**src/rtl/sst_pkg.sv**
```systemverilog
//Contract
//- The light-sleep entry delay is (code+1) times 128 ms, 128 ms to 2048 ms of no motion.
//- After reset the light-sleep entry code is 0001, a 256 ms delay.
//- The deep-sleep entry delay is (code+1) times 20480 ms, 20480 ms to 327680 ms.
//- After reset the deep-sleep entry code is 0010, a 61440 ms delay.
//- In deep sleep the sensor samples every (code+1) times 32 ms, 32 ms to 512 ms.
//- The deep-sleep poll code resets to 1001 (320 ms) and the low nibble is always 0010.
//- The entry-delay register holds the light code in bits 7:4 and the deep code in bits 3:0.
//- The sleep sub-state flag means something only in state 100; 0 is light, 1 is deep sleep.
`default_nettype none
package sst_pkg;

  // ==========================================================
  // Timing
  localparam int CLK_PERIOD_NS = 40;
  localparam int MS_NS = 1000000;
  localparam int CYC_PER_MS = MS_NS / CLK_PERIOD_NS;
  localparam int LIGHT_STEP_MS = 128;
  localparam int DEEP_STEP_MS = 20480;
  localparam int POLL_STEP_MS = 32;
  localparam int MS_W = 19;
  localparam int POLL_W = 10;

  // ==========================================================
  // Register map (index, byte address is four times the index)
  localparam logic [7:0] ENTRY_IDX = 8'h0b;
  localparam logic [7:0] POLL_IDX = 8'h0c;
  localparam logic [7:0] STATUS_IDX = 8'h10;
  localparam logic [7:0] ENTRY_ADDR = 8'(ENTRY_IDX * 4);
  localparam logic [7:0] POLL_ADDR = 8'(POLL_IDX * 4);
  localparam logic [7:0] STATUS_ADDR = 8'(STATUS_IDX * 4);

  // ==========================================================
  // Fields and reset values
  localparam int LIGHT_LSB = 4;
  localparam int DEEP_LSB = 0;
  localparam int POLL_LSB = 4;
  localparam int FLAG_BIT = 3;
  localparam logic [7:0] ENTRY_RST = 8'h12;
  localparam logic [3:0] POLL_CODE_RST = 4'h9;
  localparam logic [3:0] POLL_LOW_FIXED = 4'h2;
  localparam logic [2:0] OPS_NORMAL = 3'h0;
  localparam logic [2:0] OPS_SLEEP = 3'h4;

  typedef enum logic [1:0] {
    ST_NORMAL,
    ST_LIGHT,
    ST_DEEP
  } sst_state_t;

endpackage
`default_nettype wire

```
**src/rtl/sst_tick.sv**
```systemverilog
`timescale 1ns/1ps
`default_nettype none
module sst_tick #(
  parameter int CYC = 25000 // Clock cycles per tick
) (
  input wire logic clk, // System clock
  input wire logic rst, // Synchronous reset, active high
  output logic tick_q // One-cycle pulse every CYC cycles
);

  logic [31:0] cnt_q;

  // Free running: a delay may start anywhere inside a tick, so it can be up to one ms short
  always_ff @(posedge clk) begin
    if (rst) begin
      cnt_q <= 32'h0;
      tick_q <= 1'b0;
    end else if (cnt_q == 32'(CYC - 1)) begin
      cnt_q <= 32'h0;
      tick_q <= 1'b1;
    end else begin
      cnt_q <= cnt_q + 32'h1;
      tick_q <= 1'b0;
    end
  end

endmodule
`default_nettype wire

```
**src/rtl/sst_timer.sv**
```systemverilog
// Our own choice: strobed register access.
`timescale 1ns/1ps
`default_nettype none
module sst_timer #(
  parameter int CYC_PER_MS = sst_pkg::CYC_PER_MS // Cycles per millisecond
) (
  input wire logic clk, // 25 MHz clock
  input wire logic rst, // Synchronous reset, active high
  input wire logic [7:0] addr, // Register byte address
  input wire logic [7:0] wdata, // Write data
  input wire logic wr, // Write strobe
  input wire logic rd, // Read strobe
  output logic [7:0] rdata_q, // Read data, cycle after rd
  input wire logic motion, // Motion detected, level
  output logic [2:0] operating_state_field_q, // Operating state field
  output logic sleep_flag_q, // 0 light sleep, 1 deep sleep
  output logic poll_pulse_q // Deep-sleep sample strobe
);

  // ==========================================================
  // Registers
  logic [3:0] light_sleep_entry_code_q;
  logic [3:0] deep_sleep_entry_code_q;
  logic [3:0] deep_sleep_poll_code_q;
  logic [7:0] sleep2_poll_period;
  logic [7:0] sleep_entry_delays;

  always_ff @(posedge clk) begin
    if (rst) begin
      light_sleep_entry_code_q <= sst_pkg::ENTRY_RST[7:4];
      deep_sleep_entry_code_q <= sst_pkg::ENTRY_RST[3:0];
    end else if (wr && addr == sst_pkg::ENTRY_ADDR) begin
      light_sleep_entry_code_q <= wdata[sst_pkg::LIGHT_LSB +: 4];
      deep_sleep_entry_code_q <= wdata[sst_pkg::DEEP_LSB +: 4];
    end
  end

  // Low nibble is fixed in hardware, so a stray write cannot disturb it
  always_ff @(posedge clk) begin
    if (rst) begin
      deep_sleep_poll_code_q <= sst_pkg::POLL_CODE_RST;
    end else if (wr && addr == sst_pkg::POLL_ADDR) begin
      deep_sleep_poll_code_q <= wdata[sst_pkg::POLL_LSB +: 4];
    end
  end

  assign sleep_entry_delays = {light_sleep_entry_code_q, deep_sleep_entry_code_q};
  assign sleep2_poll_period = {deep_sleep_poll_code_q, sst_pkg::POLL_LOW_FIXED};

  // ==========================================================
  // Read port
  always_ff @(posedge clk) begin
    if (rst) begin
      rdata_q <= 8'h00;
    end else if (rd) begin
      if (addr == sst_pkg::ENTRY_ADDR) begin
        rdata_q <= sleep_entry_delays;
      end else if (addr == sst_pkg::POLL_ADDR) begin
        rdata_q <= sleep2_poll_period;
      end else if (addr == sst_pkg::STATUS_ADDR) begin
        rdata_q <= {4'h0, sleep_flag_q, operating_state_field_q};
      end else begin
        rdata_q <= 8'h00;
      end
    end else begin
      rdata_q <= 8'h00;
    end
  end

  // ==========================================================
  // Millisecond base
  logic tick;

  sst_tick #(
    .CYC(CYC_PER_MS)
  ) u_tick (
    .clk(clk),
    .rst(rst),
    .tick_q(tick)
  );

  // ==========================================================
  // Delay targets in ms
  localparam int MS_W = sst_pkg::MS_W;
  localparam int POLL_W = sst_pkg::POLL_W;
  logic [MS_W-1:0] light_target;
  logic [MS_W-1:0] deep_target;
  logic [POLL_W-1:0] poll_target;

  assign light_target = MS_W'({1'b0, light_sleep_entry_code_q} + 5'h1)
    * MS_W'(sst_pkg::LIGHT_STEP_MS);
  assign deep_target = MS_W'({1'b0, deep_sleep_entry_code_q} + 5'h1)
    * MS_W'(sst_pkg::DEEP_STEP_MS);
  assign poll_target = POLL_W'({1'b0, deep_sleep_poll_code_q} + 5'h1)
    * POLL_W'(sst_pkg::POLL_STEP_MS);

  // ==========================================================
  // Sleep state machine
  sst_pkg::sst_state_t state_q;
  logic [MS_W-1:0] ms_cnt_q;
  logic light_due;
  logic deep_due;

  // >= so that shrinking a code mid-count still ends the wait at the next tick
  assign light_due = tick && (ms_cnt_q >= light_target - MS_W'(1));
  assign deep_due = tick && (ms_cnt_q >= deep_target - MS_W'(1));

  always_ff @(posedge clk) begin
    if (rst) begin
      state_q <= sst_pkg::ST_NORMAL;
      ms_cnt_q <= '0;
    end else if (motion) begin
      state_q <= sst_pkg::ST_NORMAL;
      ms_cnt_q <= '0;
    end else begin
      case (state_q)
        sst_pkg::ST_NORMAL: begin
          if (light_due) begin
            state_q <= sst_pkg::ST_LIGHT;
            ms_cnt_q <= '0;
          end else if (tick) begin
            ms_cnt_q <= ms_cnt_q + MS_W'(1);
          end
        end
        sst_pkg::ST_LIGHT: begin
          // Deep delay is timed from entry into light sleep
          if (deep_due) begin
            state_q <= sst_pkg::ST_DEEP;
            ms_cnt_q <= '0;
          end else if (tick) begin
            ms_cnt_q <= ms_cnt_q + MS_W'(1);
          end
        end
        sst_pkg::ST_DEEP: begin
          ms_cnt_q <= '0;
        end
        default: begin
          state_q <= sst_pkg::ST_NORMAL;
          ms_cnt_q <= '0;
        end
      endcase
    end
  end

  // ==========================================================
  // Status outputs
  always_ff @(posedge clk) begin
    if (rst) begin
      operating_state_field_q <= sst_pkg::OPS_NORMAL;
      sleep_flag_q <= 1'b0;
    end else begin
      operating_state_field_q <= (state_q == sst_pkg::ST_NORMAL) ?
        sst_pkg::OPS_NORMAL : sst_pkg::OPS_SLEEP;
      sleep_flag_q <= (state_q == sst_pkg::ST_DEEP);
    end
  end

  // ==========================================================
  // Deep-sleep polling
  logic [POLL_W-1:0] poll_cnt_q;
  logic poll_due;

  assign poll_due = tick && (poll_cnt_q >= poll_target - POLL_W'(1));

  always_ff @(posedge clk) begin
    if (rst) begin
      poll_cnt_q <= '0;
      poll_pulse_q <= 1'b0;
    end else if (state_q != sst_pkg::ST_DEEP || motion) begin
      poll_cnt_q <= '0;
      poll_pulse_q <= 1'b0;
    end else if (poll_due) begin
      poll_cnt_q <= '0;
      poll_pulse_q <= 1'b1;
    end else begin
      poll_cnt_q <= tick ? poll_cnt_q + POLL_W'(1) : poll_cnt_q;
      poll_pulse_q <= 1'b0;
    end
  end
endmodule
`default_nettype wire

```
**config.mk**
```make
export PLATFORM = sky130hd
export DESIGN_NAME = sst_timer
export DESIGN_NICKNAME = d
export VERILOG_FILES = /design/src/rtl/sst_pkg.sv /design/src/rtl/sst_tick.sv /design/src/rtl/sst_timer.sv
export SDC_FILE = /design/constraint.sdc
export NUM_CORES = 1
export LEC_CHECK = 0
export BUFFER_PORTS_ARGS = -buffer_cell sky130_fd_sc_hd__buf_2
export CELL_PAD_IN_SITES_DETAIL_PLACEMENT = 1
export CELL_PAD_IN_SITES_GLOBAL_PLACEMENT = 1
export CORE_MARGIN = 2
export CORE_UTILIZATION = 46
export DETAILED_ROUTE_END_ITERATION = 10
export GPL_TIMING_DRIVEN = 0
export PLACE_DENSITY = 0.91
export SYNTH_ARGS = -nofsm -noshare
export SYNTH_HDL_FRONTEND = slang
export SYNTH_SLANG_ARGS = --single-unit
```
**constraint.sdc**
```tcl
create_clock -name clk -period 4.4 [get_ports clk]
set_input_delay 0.88 -clock clk [delete_from_list [all_inputs] [get_ports clk]]
set_output_delay 0.88 -clock clk [all_outputs]
set_load 0.05 [all_outputs]
```
# Word level (Yosys, flattened, before mapping)
# Index checks and enable logic that the tools add are counted.
# Widths: inputs -> output; s select.
# word_totals
out_inout_bits,13
in_bits,21
regBits,89
# classes
eq_ne,9
multipliers,1
n_addsub,9
n_reduce_logical,13
n_bitwise,2
magnitude_cmp,3
n_mux,13
# op_table
cell,n
$mux 19,3
$ge 19x19->1,2
$pmux 19 s2,1
$add 32x1->32 const B,1
$eq 32x15->1 const B,1
$add 19x1->19 const B,1
$sub 19x1->19 const B,1
$eq 8x6->1 const B,2
$mux 8,2
$add 4x1->5 const B,3
$sub 12x1->13 const B,1
$add 10x1->10 const B,1
$ge 10x10->1,1
$sub 10x1->10 const B,1
$eq 8x7->1 const B,1
$reduce_or 2->1,4
$mul 5x3->7 const B,1
$ne 2x2->1 const B,3
$pmux 2 s3,1
$logic_and 1x1->1,5
$mux 2,2
$mux 4,1
$mux 3,1
$reduce_and 3->1,1
other kinds (7),9

# Logic depth before layout (Yosys ltp)
# depth
depth_word,7
ltp_mapped,16

# Modules after synthesis
# A second synthesis with hierarchy kept.
# unflattened
cells_unflattened,543
hier_area_um2,4712.0
# by_module_without_submodules
module,area_per_inst_um2,n_inst,seq_area_each_um2,cells_per_inst
sst_timer,3070.4,1,1081.0,356
sst_tick,1641.6,1,660.6,187

# Least setup slack after synthesis
# No wires, ideal clock.
# synth_timing
kind,reg2reg
startpoint,register deep_sleep_entry_code_q[1]
endpoint,register ms_cnt_q[10]
t_arrival_ns,3.180
n_path_buf,1
path_stages_with_launch,17
setup_slack_ns,1.098
synth_period_minus_slack_ns,3.302
cell_sequence,dfxtp_1 -> ha_1 -> xor2_1 -> ha_1 -> ha_1 -> inv_1 -> fa_1 -> nand3b_1 -> xnor2_1 -> xnor2_1 -> ha_1 -> nand2_1 -> o21ai_0 -> a21oi_1 -> o21ai_1 -> buf_2 -> a21oi_1
# synth_via
elab_chain_len,7
# synth_lines
item,line_no,source
"start, declared",sst_timer.sv:23,logic [3:0] deep_sleep_entry_code_q;
"start signal, assigned",sst_timer.sv:31,deep_sleep_entry_code_q <= sst_pkg::ENTRY_RST[3:0];
"start signal, assigned",sst_timer.sv:34,deep_sleep_entry_code_q <= wdata[sst_pkg::DEEP_LSB +: 4];
$add 4x1->5,sst_timer.sv:92,"assign deep_target = MS_W'({1'b0, deep_sleep_entry_code_q} + 5'h1)"
$mul 5x3->7,sst_timer.sv:93,* MS_W'(sst_pkg::DEEP_STEP_MS);
$sub 19x1->19,sst_timer.sv:106,assign deep_due = tick && (ms_cnt_q >= deep_target - MS_W'(1));
$ge 19x19->1,sst_timer.sv:106,
$logic_and 1x1->1,sst_timer.sv:106,
$mux 19,sst_timer.sv:127,if (deep_due) begin
$pmux 19 s2,sst_timer.sv:116,case (state_q)
"end signal, assigned",sst_timer.sv:122,ms_cnt_q <= ms_cnt_q + MS_W'(1);
"end signal, assigned",sst_timer.sv:131,ms_cnt_q <= ms_cnt_q + MS_W'(1);
"end, declared",sst_timer.sv:100,logic [MS_W-1:0] ms_cnt_q;
# No other way between the ends.
# A chain may end at the register's enable or synchronous reset.

# Worst setup path after layout
# Ends and elaborated chain as after synthesis.

==> qor.yml <==
timing:
  period_minus_slack_ps: 3800
  finClkSkew_ps: 11.4
  holdWs_ps: 469
  relSlewSlack_pct: 22.2
  fin_crit_sh_pct: 86.4
  rsz0062_at_grt: "no"
  slew_violations: 0
  worst_slew_pin_slew_ps: 1160
  tns_ps: 0
  hold_violations: 0
  setup_ws_ps: 598
  setup_viol: 0
  fmax_ghz: 0.263
final_layout:
  area_growth_syn_to_layout_pct: 11.0
  antenna_cells: 0
  drive_above_1_share_pct: 13.4
  final_nets: 631
route:
  drt_pass1_iterations: 4
  route.detailed.wl_per_inst_um: 16.8
  drc: 0
  first_iter_violations: 161
  totalWireLength_um: 12000
  num_vias: 4012
  ant_nets: 0
  avgViaCountPerCell: 5.62
setup_path:
  crit_top_cell: "ha_1"
  crit_type: "reg -> reg"
  required_ps: 4650
  path_cells: "ha_1 -> xor2_1 -> ha_1 -> ha_1 -> inv_1 -> fa_1 -> nand3b_1 -> xnor2_1 -> xnor2_1 -> ha_1 -> nand2_1 -> o21ai_0 -> a21oi_1 -> o21ai_2 -> buf_2 -> a21oi_1"
  worstSetupEndpointType: "register"
  worst-path-max-fanout: 10
  slowest_delay_ps: 520
  cp-start-kind: "register"
  slowest_stage: "fa_1"
  cp_data_arrival_time_ps: 4050
clocking:
  cts.clk_slew.worst_paths_ps: 90
  post_cts_buffers: 0
  clkSinkCount: 87
  cts_resized: 0
  insertion_delay_ps: 370
  clockBufferDepth: 2
  cts_tree: "done"
  cts_hold_buf: 0
  cts_made_buffers: 9
  clockRootBuffer: "clkbuf_8"
  htree_levels: 3
synthesis:
  ys.flop_type: "dfxtp_1"
  synth_cell_types: 53
  ys_seq_elements: 87
  synth_edf_count: 0
  async_flop_share_pct: 0
  syn_area_per_cell_sq_um: 8.71
  yosys_warnings: 0
  netlist_area_sq_um: 4640
  synth_top_cell_by_area: "dfxtp_1"
  synth_top_area_share_pct: 37.5
  synth_area_leaders: "dfxtp_1, ha_1, xnor2_1"
  synth_cells: 533
  yosysSeqAreaShare_pct: 37.5
power_and_ir_drop:
  power_mw: 1.37
  p_clk_share_pct: 38.9
  switching_power_uw: 349
  p_seq_share_pct: 57.8
  p_per_area_nw_per_um2: 266
  swShare_pct: 25.5
  leakage_nw: 1.87
  comb_power_share_pct: 3.3
  p_int_mw: 1.02
  peakVddDrop_v: 0.000182
placement:
  post-place-ws_ps: 426
  hpwl_um: 9120
  portBuffers: 31
  routabilityCongestion: 0.829
floorplanning:
  start_util_pct: 47.5
  die_h_um: 104
  io_pins: 34
  rows: 36
  die_w_um: 104
  dieArea_sq_um: 10900
  core_area_sq_um: 9770
grt:
  antenna_found_initial: 0
  use_met3_pct: 5.33
  grt_pass1_wl_um: 20300
  grt_pass1_vias: 4350
  grtUsageMet2_pct: 43.9
  grt_overflow: 0
  grt_usage_pct: 22.9
  grt.busiest_layer: "met2"
  grt_max_degree: 17
  use_met1_pct: 24.6
min_path:
  min_path_type: "reg -> reg"
outcome:
  outcome: "complete, no violations"
flow_run:
  drv_cap: 0
==> synthesized netlist by cell type (all sizes together), types with 4 or more instances <==
library cell,count
dfxtp,87
nor2,56
a21oi,48
xnor2,39
nand3,38
nand2,37
ha,33
xor2,29
inv,18
nor3,18
nand4,17
nor4,16
buf,13
and3,11
clkbuf,8
o21ai,8
a22oi,6
or4,5
a21o,4
and4,4
nand3b,4
==> flip-flops by register name, summed over array words and instances (netlist names) <==
name / count
deep_sleep_entry_code_q: 4
deep_sleep_poll_code_q: 4
light_sleep_entry_code_q: 4
ms_cnt_q: 19
operating_state_field_q: 1
poll_cnt_q: 10
poll_pulse_q: 1
rdata_q: 8
sleep_flag_q: 1
state_q: 2
u_tick.cnt_q: 32
u_tick.tick_q: 1
==> logic make-up (layout without fill, tap and decap cells) <==
| logic type | Yosys count | count (layout) | synth area share (%) |
|---|---|---|---|
| xor gates and xnor gates | 68 | 68 | 12.8 |
| muxes | 2 | 2 | 0.431 |
| buffers and inverters | 39 | 86 | 3.69 |
| other | 2 | 3 | 0.162 |
| DFF | 87 | 87 | 37.5 |
| and+or+nand+nor | 221 | 221 | 26.0 |
| adders and majority gates | 34 | 34 | 9.33 |
| AOI/OAI and AO/OA | 80 | 80 | 10.1 |
==> stage by stage <==
stage	area (sq um)	cells	util (%)
after floorplan	4640	534	-
after global placement	4970	698	50.8
after detailed placement	4970	698	50.8
after CTS	5150	714	52.6
after global routing	5150	714	52.7
final	5150	714	52.7
==> critical path: cells and delay by family, from the launching register on <==
kind            cells  cell delay [ps]
compound gates      4              680
buf+inv             2              360
xor+xnor            3              560
flops               1              430
simple gates        2              170
fa+ha+maj           5             1480
==> area by class of cell <==
class                           instances  area [sq um]
Fill cell                            1193          4620
Multi-Input combinational cell        408          2740
Sequential cell                        87          1740
Tap cell                              133           166
Timing Repair Buffer                   31           155
Clock buffer                           10           128
Buffer                                 21           104
Inverter                               18          67.6
Clock inverter                          6          52.6
==> power groups by stage <==
stage / clock, mW / combinational (mW) / sequential, mW
2_1_floorplan: 0 / 0.0261 / 0.810
3_3_place_gp: 0 / 0.0437 / 0.810
3_5_place_dp: 0 / 0.0456 / 0.810
4_1_cts: 0.545 / 0.0457 / 0.792
5_1_grt: 0.576 / 0.0511 / 0.792
6_report: 0.532 / 0.0458 / 0.792
==> path summary, 6_finish.rpt <==
check,endpoint,slack [ps],startpoint,depth (start not counted)
setup / recovery,ms_cnt_q[10]$_SDFF_PP0_,600,deep_sleep_entry_code_q[1]$_SDFFE_PP1P_,16
hold / removal,u_tick.cnt_q[0]$_SDFF_PP0_,470,u_tick.cnt_q[0]$_SDFF_PP0_,1
setup reg to reg,ms_cnt_q[10]$_SDFF_PP0_,600,deep_sleep_entry_code_q[1]$_SDFFE_PP1P_,16
hold reg to reg,u_tick.cnt_q[0]$_SDFF_PP0_,470,u_tick.cnt_q[0]$_SDFF_PP0_,1
==> metal layers <==
layer	vias up	wire length [um]	share of wire, %
met3	21	328	2.7
met4	0	221	1.8
li1	1963	-	-
met2	54	6420	54
met5	-	0	0
met1	1974	4990	42
==> cells in the final DEF (no fill, tap or decap), types with 18 or more instances in the layout <==
cell type  count
dfxtp_1       87
nor2_1        52
a21oi_1       48
xnor2_1       39
buf_2         39
nand3_1       36
nand2_1       35
ha_1          33
xor2_1        29
inv_1         18
nor3_1        18
Power figures use the tool's default switching activity.
